==> config.mk <==
export PLATFORM = sky130hd
export DESIGN_NAME = mfi_unit
export DESIGN_NICKNAME = d
export VERILOG_FILES = /design/src/design/mfi_pkg.sv /design/src/design/mfi_edge_detect.sv /design/src/design/mfi_unit.sv
export SDC_FILE = /design/constraint.sdc
export NUM_CORES = 1
export LEC_CHECK = 0
export BUFFER_PORTS_ARGS = -buffer_cell sky130_fd_sc_hd__buf_2
export CAP_MARGIN = 20
export CORE_MARGIN = 3
export CORE_UTILIZATION = 40
export CTS_BUF_LIST = sky130_fd_sc_hd__clkbuf_16
export CTS_CLUSTER_DIAMETER = 50
export DETAILED_ROUTE_END_ITERATION = 10
export SYNTH_ARGS = -nofsm -noshare
export SYNTH_HDL_FRONTEND = slang
export SYNTH_HIERARCHICAL = 1
export SYNTH_SLANG_ARGS = --single-unit
==> constraint.sdc <==
create_clock -name CLK_SYS -period 3 [get_ports CLK_SYS]
set_clock_uncertainty 0.15 [all_clocks]
set_input_delay 0.3 -clock CLK_SYS [delete_from_list [all_inputs] [get_ports CLK_SYS]]
set_output_delay 0.3 -clock CLK_SYS [all_outputs]
set_load 0.005 [all_outputs]
==> src/design/mfi_pkg.sv <==
// constants and types shared by the universal input counter unit
package mfi_pkg;
  localparam int NUM_IN = 4;
  localparam int NUM_CNT = 3;
  localparam int FREQ_IN = 2;
  localparam int ADDR_W = 8;
  localparam int CNT_W = 16;
  localparam int MEAS_W = 24;
  localparam int ST_W = 9;

  // register byte offsets
  localparam logic [7:0] ADDR_MODE = 8'h00;
  localparam logic [7:0] ADDR_LEVEL = 8'h04;
  localparam logic [7:0] ADDR_CNT0 = 8'h08;
  localparam logic [7:0] ADDR_LIM0 = 8'h14;
  localparam logic [7:0] ADDR_FREQ = 8'h20;
  localparam logic [7:0] ADDR_PER = 8'h24;
  localparam logic [7:0] ADDR_IRQ_STS = 8'h28;
  localparam logic [7:0] ADDR_IRQ_CLR = 8'h2C;
  localparam logic [7:0] ADDR_IRQ_EN = 8'h30;

  // configuration field positions
  localparam int MODE_FW = 3;
  localparam int EDGE_LSB = 16;
  localparam int DIR_LSB = 24;
  localparam int GATE_LSB = 28;

  // status bit positions
  localparam int ST_EDGE_LSB = 0;
  localparam int ST_CNT_LSB = 4;
  localparam int ST_FREQ = 7;
  localparam int ST_PER = 8;

  // reset values
  localparam logic [31:0] CFG_RST = 32'h0000_0000;
  localparam logic [15:0] LIM_RST = 16'hFFFF;

  typedef enum logic [2:0] {
    MODE_DIG = 3'b000,
    MODE_INT = 3'b001,
    MODE_CNT = 3'b011,
    MODE_FREQ = 3'b010,
    MODE_PER = 3'b110
  } mode_t;

  localparam logic [1:0] EDGE_RISE = 2'b00;
  localparam logic [1:0] EDGE_FALL = 2'b01;
  localparam logic [1:0] EDGE_BOTH = 2'b10;
  localparam logic [1:0] GATE_ZERO = 2'b00;
  localparam logic [1:0] GATE_1S = 2'b01;
  localparam logic [1:0] GATE_10S = 2'b10;

  localparam logic [1:0] RESP_OKAY = 2'b00;
  localparam logic [1:0] RESP_SLVERR = 2'b10;

  // timing
  localparam int CLK_PERIOD_NS = 40;
  localparam int TICK_NS = 500;
  localparam int TICK_CYC = TICK_NS / CLK_PERIOD_NS;
  localparam int GATE_1S_S = 1;
  localparam int GATE_10S_S = 10;
  localparam int GATE_1S_CYC = GATE_1S_S * (1_000_000_000 / CLK_PERIOD_NS);
  localparam int GATE_10S_CYC = GATE_10S_S * (1_000_000_000 / CLK_PERIOD_NS);
endpackage

==> src/design/mfi_edge_detect.sv <==
// input synchroniser with edge detection for one field input
`timescale 1ns/1ns
module mfi_edge_detect import mfi_pkg::*; (
  input wire logic clk, // system clock
  input wire logic nrst, // async reset, low active
  input wire logic ce, // clock enable
  input wire logic pin, // raw field input
  output logic level, // synchronised level
  output logic rise, // rising edge, one cycle
  output logic fall // falling edge, one cycle
);
  logic meta_q;
  logic sync_q;
  logic prev_q;

  // two-stage synchroniser, then previous sample for edges
  always_ff @(posedge clk or negedge nrst) begin
    if (!nrst) begin
      meta_q <= 1'b0;
      sync_q <= 1'b0;
      prev_q <= 1'b0;
    end else if (ce) begin
      meta_q <= pin;
      sync_q <= meta_q;
      prev_q <= sync_q;
    end
  end

  assign level = sync_q;
  assign rise = sync_q & ~prev_q;
  assign fall = ~sync_q & prev_q;
endmodule

==> src/design/mfi_unit.sv <==
// universal input counter unit with axi4-lite register access
//
// Summary of operation
// - inputs one, two: interrupt, digital, counter
// - input three adds frequency and period modes
// - input four: interrupt or digital only
// - function chosen by host-written configuration
// - interrupt mode raises irq on selected edge
// - digital level only read by host access
// - counters catch pulses up to 10 kHz
// - each counter counts up or down
// - frequency mode counts pulses within gate time
// - period mode counts ticks between rising edges
// - up counter interrupts on reaching limit
// - down counter interrupts on reaching zero
// - gate time zero, one or ten seconds
`timescale 1ns/1ns
module mfi_unit import mfi_pkg::*; #(
  parameter int unsigned GATE_1S_CYCLES = GATE_1S_CYC,
  parameter int unsigned GATE_10S_CYCLES = GATE_10S_CYC
) (
  input wire logic CLK_SYS, // 25 MHz system clock
  input wire logic NRST, // async reset, low active
  input wire logic CE, // clock enable, freezes state when low
  input wire logic MULTI_FUNCTION_INPUT_1, // field input 1
  input wire logic MULTI_FUNCTION_INPUT_2, // field input 2
  input wire logic MULTI_FUNCTION_INPUT_3, // field input 3
  input wire logic MULTI_FUNCTION_INPUT_4, // field input 4
  output logic IRQ, // level interrupt to host
  input wire logic [ADDR_W-1:0] S_AXI_AWADDR, // write address
  input wire logic S_AXI_AWVALID, // write address valid
  output logic S_AXI_AWREADY, // write address ready
  input wire logic [31:0] S_AXI_WDATA, // write data
  input wire logic [3:0] S_AXI_WSTRB, // write byte strobes
  input wire logic S_AXI_WVALID, // write data valid
  output logic S_AXI_WREADY, // write data ready
  output logic [1:0] S_AXI_BRESP, // write response
  output logic S_AXI_BVALID, // write response valid
  input wire logic S_AXI_BREADY, // write response ready
  input wire logic [ADDR_W-1:0] S_AXI_ARADDR, // read address
  input wire logic S_AXI_ARVALID, // read address valid
  output logic S_AXI_ARREADY, // read address ready
  output logic [31:0] S_AXI_RDATA, // read data
  output logic [1:0] S_AXI_RRESP, // read response
  output logic S_AXI_RVALID, // read data valid
  input wire logic S_AXI_RREADY // read data ready
);
  if (GATE_1S_CYCLES < 2 || GATE_10S_CYCLES < 2 || TICK_CYC < 2 || TICK_CYC > 256) begin : g_chk
    $error("gate cycle counts must be at least two, tick cycles two to 256");
  end
  function automatic logic hit(input logic [ADDR_W-1:0] a, input logic [7:0] base);
    hit = (a[ADDR_W-1:2] == base[ADDR_W-1:2]);
  endfunction
  function automatic logic mapped(input logic [ADDR_W-1:0] a);
    mapped = (a[ADDR_W-1:2] <= ADDR_IRQ_EN[ADDR_W-1:2]);
  endfunction
  function automatic logic [31:0] merge(input logic [31:0] old, input logic [31:0] nw, input logic [3:0] s);
    logic [31:0] r;
    r = old;
    for (int b = 0; b < 4; b++) begin
      if (s[b]) r[8*b +: 8] = nw[8*b +: 8];
    end
    merge = r;
  endfunction

  // limit the raw mode field to what each input offers
  function automatic mode_t eff_mode(input int idx, input logic [2:0] raw);
    mode_t m;
    m = MODE_DIG;
    case (raw)
      MODE_INT: m = MODE_INT;
      MODE_CNT: m = (idx < NUM_CNT) ? MODE_CNT : MODE_DIG;
      MODE_FREQ: m = (idx == FREQ_IN) ? MODE_FREQ : MODE_DIG;
      MODE_PER: m = (idx == FREQ_IN) ? MODE_PER : MODE_DIG;
      default: m = MODE_DIG;
    endcase
    eff_mode = m;
  endfunction

  // ---------------- register bus ----------------
  logic aw_held_q, w_held_q, bvalid_q, rvalid_q;
  logic [ADDR_W-1:0] awaddr_q;
  logic [31:0] wdata_q, rdata_q;
  logic [3:0] wstrb_q;
  logic [1:0] bresp_q, rresp_q;
  logic wr_go;
  logic [31:0] rd_mux;
  assign S_AXI_AWREADY = CE && !aw_held_q; // nothing is taken while frozen
  assign S_AXI_WREADY = CE && !w_held_q;
  assign S_AXI_ARREADY = CE && !rvalid_q;
  assign S_AXI_BVALID = bvalid_q;
  assign S_AXI_BRESP = bresp_q;
  assign S_AXI_RVALID = rvalid_q;
  assign S_AXI_RDATA = rdata_q;
  assign S_AXI_RRESP = rresp_q;
  assign wr_go = aw_held_q && w_held_q && !bvalid_q;
  always_ff @(posedge CLK_SYS or negedge NRST) begin
    if (!NRST) begin
      aw_held_q <= 1'b0;
      w_held_q <= 1'b0;
      awaddr_q <= '0;
      wdata_q <= '0;
      wstrb_q <= '0;
      bvalid_q <= 1'b0;
      bresp_q <= RESP_OKAY;
    end else if (CE) begin
      if (S_AXI_AWVALID && !aw_held_q) begin
        aw_held_q <= 1'b1;
        awaddr_q <= S_AXI_AWADDR;
      end
      if (S_AXI_WVALID && !w_held_q) begin
        w_held_q <= 1'b1;
        wdata_q <= S_AXI_WDATA;
        wstrb_q <= S_AXI_WSTRB;
      end
      if (wr_go) begin
        aw_held_q <= 1'b0;
        w_held_q <= 1'b0;
        bvalid_q <= 1'b1;
        bresp_q <= mapped(awaddr_q) ? RESP_OKAY : RESP_SLVERR;
      end else if (bvalid_q && S_AXI_BREADY) begin
        bvalid_q <= 1'b0;
      end
    end
  end

  always_ff @(posedge CLK_SYS or negedge NRST) begin
    if (!NRST) begin
      rvalid_q <= 1'b0;
      rdata_q <= '0;
      rresp_q <= RESP_OKAY;
    end else if (CE) begin
      if (S_AXI_ARVALID && !rvalid_q) begin
        rvalid_q <= 1'b1;
        rdata_q <= rd_mux;
        rresp_q <= mapped(S_AXI_ARADDR) ? RESP_OKAY : RESP_SLVERR;
      end else if (rvalid_q && S_AXI_RREADY) begin
        rvalid_q <= 1'b0;
      end
    end
  end

  // ---------------- configuration ----------------
  logic [31:0] cfg_q;
  logic [ST_W-1:0] irq_en_q, sts_q, sts_set;
  logic [CNT_W-1:0] cnt_q [NUM_CNT];
  logic [CNT_W-1:0] lim_q [NUM_CNT];
  logic [MEAS_W-1:0] freq_res_q, per_res_q;
  logic [NUM_IN-1:0] lvl, rise, fall, ev;
  mode_t mode [NUM_IN];
  logic [1:0] gate_sel;

  always_ff @(posedge CLK_SYS or negedge NRST) begin
    if (!NRST) begin
      cfg_q <= CFG_RST;
      irq_en_q <= '0;
    end else if (CE && wr_go) begin
      if (hit(awaddr_q, ADDR_MODE)) cfg_q <= merge(cfg_q, wdata_q, wstrb_q);
      if (hit(awaddr_q, ADDR_IRQ_EN)) irq_en_q <= ST_W'(merge(32'(irq_en_q), wdata_q, wstrb_q));
    end
  end

  assign gate_sel = cfg_q[GATE_LSB +: 2];

  always_comb begin
    rd_mux = '0;
    if (hit(S_AXI_ARADDR, ADDR_MODE)) rd_mux = cfg_q;
    if (hit(S_AXI_ARADDR, ADDR_LEVEL)) rd_mux = 32'(lvl);
    if (hit(S_AXI_ARADDR, ADDR_FREQ)) rd_mux = 32'(freq_res_q);
    if (hit(S_AXI_ARADDR, ADDR_PER)) rd_mux = 32'(per_res_q);
    if (hit(S_AXI_ARADDR, ADDR_IRQ_STS)) rd_mux = 32'(sts_q);
    if (hit(S_AXI_ARADDR, ADDR_IRQ_EN)) rd_mux = 32'(irq_en_q);
    for (int k = 0; k < NUM_CNT; k++) begin
      if (hit(S_AXI_ARADDR, ADDR_CNT0 + 8'(4 * k))) rd_mux = 32'(cnt_q[k]);
      if (hit(S_AXI_ARADDR, ADDR_LIM0 + 8'(4 * k))) rd_mux = 32'(lim_q[k]);
    end
  end

  // ---------------- inputs, edge interrupts, counters ----------------
  logic [NUM_IN-1:0] pins;
  assign pins = {MULTI_FUNCTION_INPUT_4, MULTI_FUNCTION_INPUT_3, MULTI_FUNCTION_INPUT_2, MULTI_FUNCTION_INPUT_1};

  for (genvar i = 0; i < NUM_IN; i++) begin : g_in
    logic [1:0] esel;
    mfi_edge_detect u_edge (
      .clk(CLK_SYS),
      .nrst(NRST),
      .ce(CE),
      .pin(pins[i]),
      .level(lvl[i]),
      .rise(rise[i]),
      .fall(fall[i])
    );
    assign esel = cfg_q[EDGE_LSB + 2 * i +: 2];
    assign mode[i] = eff_mode(i, cfg_q[MODE_FW * i +: MODE_FW]);
    assign ev[i] = (esel == EDGE_RISE && rise[i]) || (esel == EDGE_FALL && fall[i])
                   || (esel == EDGE_BOTH && (rise[i] || fall[i]));
    assign sts_set[ST_EDGE_LSB + i] = (mode[i] == MODE_INT) && ev[i];
  end

  for (genvar i = 0; i < NUM_CNT; i++) begin : g_cnt
    logic down, step, wr_cnt, wr_lim;
    assign down = cfg_q[DIR_LSB + i];
    assign step = (mode[i] == MODE_CNT) && ev[i];
    assign wr_cnt = wr_go && hit(awaddr_q, ADDR_CNT0 + 8'(4 * i));
    assign wr_lim = wr_go && hit(awaddr_q, ADDR_LIM0 + 8'(4 * i));
    assign sts_set[ST_CNT_LSB + i] = step && !wr_cnt
                                     && (down ? (cnt_q[i] == CNT_W'(1))
                                              : (cnt_q[i] + CNT_W'(1) == lim_q[i]));
    always_ff @(posedge CLK_SYS or negedge NRST) begin
      if (!NRST) begin
        cnt_q[i] <= '0;
      end else if (CE) begin
        if (wr_cnt) cnt_q[i] <= CNT_W'(merge(32'(cnt_q[i]), wdata_q, wstrb_q));
        else if (step) cnt_q[i] <= down ? cnt_q[i] - CNT_W'(1) : cnt_q[i] + CNT_W'(1);
      end
    end
    always_ff @(posedge CLK_SYS or negedge NRST) begin
      if (!NRST) lim_q[i] <= LIM_RST;
      else if (CE && wr_lim) lim_q[i] <= CNT_W'(merge(32'(lim_q[i]), wdata_q, wstrb_q));
    end
  end

  // ---------------- frequency measurement ----------------
  logic [31:0] gate_q, gate_len;
  logic [MEAS_W-1:0] pcnt_q;
  logic freq_on, gate_end;
  assign freq_on = (mode[FREQ_IN] == MODE_FREQ) && (gate_sel == GATE_1S || gate_sel == GATE_10S);
  assign gate_len = (gate_sel == GATE_10S) ? GATE_10S_CYCLES : GATE_1S_CYCLES;
  assign gate_end = freq_on && (gate_q == gate_len - 32'd1);
  assign sts_set[ST_FREQ] = gate_end;

  always_ff @(posedge CLK_SYS or negedge NRST) begin
    if (!NRST) begin
      gate_q <= '0;
      pcnt_q <= '0;
      freq_res_q <= '0;
    end else if (CE) begin
      if (!freq_on) begin
        gate_q <= '0;
        pcnt_q <= '0;
      end else if (gate_end) begin
        gate_q <= '0;
        freq_res_q <= pcnt_q;
        pcnt_q <= MEAS_W'(rise[FREQ_IN]);
      end else begin
        gate_q <= gate_q + 32'd1;
        if (rise[FREQ_IN] && pcnt_q != '1) pcnt_q <= pcnt_q + MEAS_W'(1);
      end
    end
  end

  // ---------------- period measurement ----------------
  logic [7:0] tdiv_q;
  logic [MEAS_W-1:0] tick_cnt_q;
  logic per_on, per_arm_q, tick;
  assign per_on = (mode[FREQ_IN] == MODE_PER);
  assign tick = (tdiv_q == 8'(TICK_CYC - 1));
  assign sts_set[ST_PER] = per_on && per_arm_q && rise[FREQ_IN];
  always_ff @(posedge CLK_SYS or negedge NRST) begin
    if (!NRST) begin
      tdiv_q <= '0;
      tick_cnt_q <= '0;
      per_arm_q <= 1'b0;
      per_res_q <= '0;
    end else if (CE) begin
      if (!per_on) begin
        tdiv_q <= '0;
        tick_cnt_q <= '0;
        per_arm_q <= 1'b0;
      end else if (rise[FREQ_IN]) begin
        tdiv_q <= 8'd1; // edge cycle is the first clock of the next tick
        tick_cnt_q <= '0;
        per_arm_q <= 1'b1;
        if (per_arm_q) per_res_q <= tick_cnt_q;
      end else begin
        tdiv_q <= tick ? 8'd0 : tdiv_q + 8'd1;
        if (tick && tick_cnt_q != '1) tick_cnt_q <= tick_cnt_q + MEAS_W'(1);
      end
    end
  end

  // ---------------- interrupt status ----------------
  logic [ST_W-1:0] clr;
  assign clr = (wr_go && hit(awaddr_q, ADDR_IRQ_CLR)) ? ST_W'(wdata_q) : '0;
  always_ff @(posedge CLK_SYS or negedge NRST) begin
    if (!NRST) sts_q <= '0;
    else if (CE) sts_q <= (sts_q & ~clr) | sts_set; // set wins over clear
  end
  assign IRQ = |(sts_q & irq_en_q);
endmodule

==> flow_summary.json <==
{
  "status": "finished, final reports clean",
  "num_rows": 82,
  "fin_crit_sh_pct": 93.5,
  "cts_resized": 0,
  "place_ws_ns": 0.220,
  "switchingPower_uw": 5150,
  "cts-root-buf": "clkbuf_16",
  "ys_ff_latch": 375,
  "hold_class": "input pin to async pin",
  "ant_nets": 0,
  "boundaryPins": 106,
  "yosysUniqueCellTypes": 87,
  "gp_congestion": 0.986,
  "antenna_found_initial": 4,
  "worst_slew_pin_slew_ns": 0.895,
  "drive_above_1_share_pct": 22.0,
  "rsz0062_at_grt": "false",
  "internal_power_uw": 10200,
  "die_area_um2": 54500,
  "min_period_ns": 2.80,
  "cp-end-kind": "flip-flop",
  "r2r-end": "freq_res_q[9]",
  "synth_cells": 2160,
  "core-area_um2": 50600,
  "reg2regPathDepth": 9,
  "wire_per_inst_um": 21.8,
  "switching_share_pct": 33.6,
  "post_cts_buffers": 0,
  "overflow": 0,
  "first_iter_violations": 1774,
  "drv_cap": 0,
  "avgSynthCellArea_um2": 9.57,
  "synth.cell_area_um2": 20700,
  "grt_pass1_vias": 16923,
  "drt_wl_total_um": 66100,
  "vias": 17799,
  "max_clock_freq_ghz": 0.357,
  "hpwlAfterDp_um": 47600,
  "yosys_warnings": 6,
  "powerDensity_nw_per_um2": 632,
  "final.setup.tns_ns": 0,
  "die_h_um": 233,
  "synth-edff-count": 0,
  "cts_tree": "built",
  "cts_buffers": 46,
  "ir_worst_vdd_mv": 0.529,
  "via_per_inst": 5.88,
  "drcViolationCount": 0,
  "die_x_um": 233,
  "comb_power_share_pct": 17.1,
  "start_kind": "flip-flop",
  "grtUsageTotal_pct": 24.2,
  "clk_path_buf_depth": 3,
  "power.share.clock_pct": 34.5,
  "setup_viol": 0,
  "final_common_cell": "dfrtp_1",
  "final_nets": 2398,
  "crit_required_ns": 3.31,
  "synth_seq_area_share_pct": 45.7,
  "start_util_pct": 40.9,
  "async_flop_share_pct": 100,
  "ctsHtreeMaxLevel": 2,
  "reg2reg_slack_ns": 0.20,
  "grt_pass1_wl_um": 102000,
  "cts_sinks": 375,
  "syn2layout_area_growth_pct": 17.1,
  "crit_type": "flip-flop to flip-flop",
  "cp.arrival_ns": 3.11,
  "hold_viol": 0,
  "reg2reg_from": "cfg_q[28]",
  "clkSlewWorstSetupHoldPaths_ns": 0.06,
  "yosys_most_used_dff": "dfrtp_1",
  "clk_latency_ns": 0.59,
  "p_seq_share_pct": 48.4,
  "leakagePower_uw": 0.0104,
  "worst_slack_ns": 0.196,
  "final_cell_mix": "327 x dfrtp_1, 200 x nand2_1, 191 x nor2_1, 186 x mux2_2, 133 x o21ai_0",
  "critPathMaxFanout": 28,
  "io_buffer_count": 99,
  "grt_max_degree": 76,
  "slew_headroom_pct": 40.3,
  "slew_viol_final": 0,
  "drtPass1Iterations": 5
}
[logic make-up (layout without fill, tap and decap cells)]
family / count (synthesis) / in the layout / synth area share, %
other: 1 / 3 / 0.0181
flip-flops: 375 / 375 / 45.7
adder cells (fa/ha/maj): 14 / 14 / 0.847
buffers and inverters: 173 / 367 / 3.36
multiplexers: 200 / 200 / 10.8
AO/OA/AOI/OAI: 498 / 498 / 15.5
AND/OR/NAND/NOR: 780 / 780 / 18.7
XOR/XNOR: 119 / 119 / 5.04
[power groups by stage]
| stage | Clock [uW] | Combinational (uW) | Sequential, uW |
|---|---|---|---|
| 3_5_place_dp | 0 | 2540 | 7430 |
| 2_1_floorplan | 0 | 2020 | 6430 |
| 5_1_grt | 5630 | 2890 | 7470 |
| 4_1_cts | 5430 | 2610 | 7350 |
| 6_report | 5290 | 2620 | 7410 |
| 3_3_place_gp | 0 | 2490 | 7410 |
[repair_timing]
action,4_1_cts,5_1_grt
endpoints found under the setup margin,0,0
hold buffers,54,0
endpoints found under the hold margin,119,0
[critical path, cell delays in order (launching register included)]
cell and delay (ns):
dfrtp_1 0.39, inv_1 0.06, ha_1 0.27, nor4bb_1 0.30, nand4_1 0.13, a2111o_1 0.52, nor4_4 0.22, nand2_2 0.07
buf_4 0.24, mux2_2 0.31
[synthesized netlist by cell type, drive strengths merged (8+ instances only)]
| cell | instances | area, um^2 |
|---|---|---|
| a21o | 8 | 60.1 |
| a21oi | 128 | 641 |
| a221oi | 14 | 123 |
| a222oi | 10 | 100 |
| a22o | 20 | 175 |
| a22oi | 21 | 158 |
| a31oi | 24 | 150 |
| and2 | 11 | 68.8 |
| and3 | 24 | 150 |
| and4 | 14 | 125 |
| buf | 40 | 195 |
| clkbuf | 92 | 345 |
| dfrtp | 327 | 8180 |
| dfstp | 48 | 1260 |
| ha | 14 | 175 |
| inv | 41 | 154 |
| mux2 | 186 | 2090 |
| mux2i | 14 | 140 |
| nand2 | 201 | 757 |
| nand2b | 16 | 100 |
| nand3 | 89 | 445 |
| nand4 | 50 | 313 |
| nor2 | 194 | 733 |
| nor2b | 23 | 144 |
| nor3 | 69 | 360 |
| nor3b | 9 | 67.6 |
| nor4 | 18 | 128 |
| nor4b | 12 | 111 |
| o21ai | 138 | 717 |
| o22a | 8 | 70.1 |
| o22ai | 33 | 213 |
| o31ai | 15 | 113 |
| or3 | 24 | 150 |
| xnor2 | 67 | 587 |
| xor2 | 52 | 455 |
[routing by layer]
layer	GRT usage (%)	vias up	wire, um	share of wire, %
met5	0	-	0	0
met4	8.18	0	2070	3.1
met3	4.90	98	5370	8.1
met2	35.9	690	28900	44
met1	35.3	8821	29800	45
li1	-	8190	-	-
[layout make-up]
| class | instances | area, um^2 |
|---|---|---|
| Multi-Input combinational cell | 1613 | 10600 |
| Antenna cell | 1 | 2.50 |
| Fill cell | 4681 | 26400 |
| Tap cell | 672 | 841 |
| Clock buffer | 46 | 1150 |
| Timing Repair Buffer | 243 | 1800 |
| Inverter | 41 | 154 |
| Sequential cell | 375 | 9440 |
| Clock inverter | 37 | 277 |
[registers in the layout, summed over array words and instances (netlist names), 4 cells and up]
name	flops
gate_q	32
tick_cnt_q	24
irq_en_q	9
cfg_q	32
tdiv_q	8
per_res_q	24
wdata_q	32
cnt_q	48
S_AXI_RDATA	32
awaddr_q	6
pcnt_q	24
g_in.u_edge/meta_q	4
sts_q	9
g_in.u_edge/level	4
freq_res_q	24
lim_q	48
g_in.u_edge/prev_q	4
wstrb_q	4
[worst max-delay path by stage]
| stage | start | to | slack (ns) | depth (start not counted) |
|---|---|---|---|---|
| floorplan | cfg_q[28] | freq_res_q[11] | 0.52 | 9 |
| global placement | cnt_q[21] | sts_q[5] | 0.23 | 7 |
| detailed placement | cfg_q[28] | freq_res_q[13] | 0.22 | 9 |
| CTS | cfg_q[28] | freq_res_q[13] | 0.18 | 9 |
| global route | tdiv_q[0] | tick_cnt_q[22] | 0.03 | 8 |
| finish | cfg_q[28] | freq_res_q[9] | 0.20 | 9 |
[through the flow]
| stage | total power (uW) | cells | cell area (um^2) | hold WS [ns] | util [%] |
|---|---|---|---|---|---|
| after global routing | 16000 | 3027 | 24200 | 0.188 | 47.9 |
| after CTS | 15400 | 3027 | 24200 | 0.161 | 47.9 |
| after global placement | 9890 | 2890 | 22300 | 0.181 | 44.0 |
| final | 15300 | 3028 | 24200 | 0.151 | 47.9 |
| after floorplan | 8450 | 2161 | 20700 | -0.146 | - |
| after detailed placement | 9970 | 2890 | 22300 | 0.174 | 44.0 |
Power figures use the tool's default switching activity.
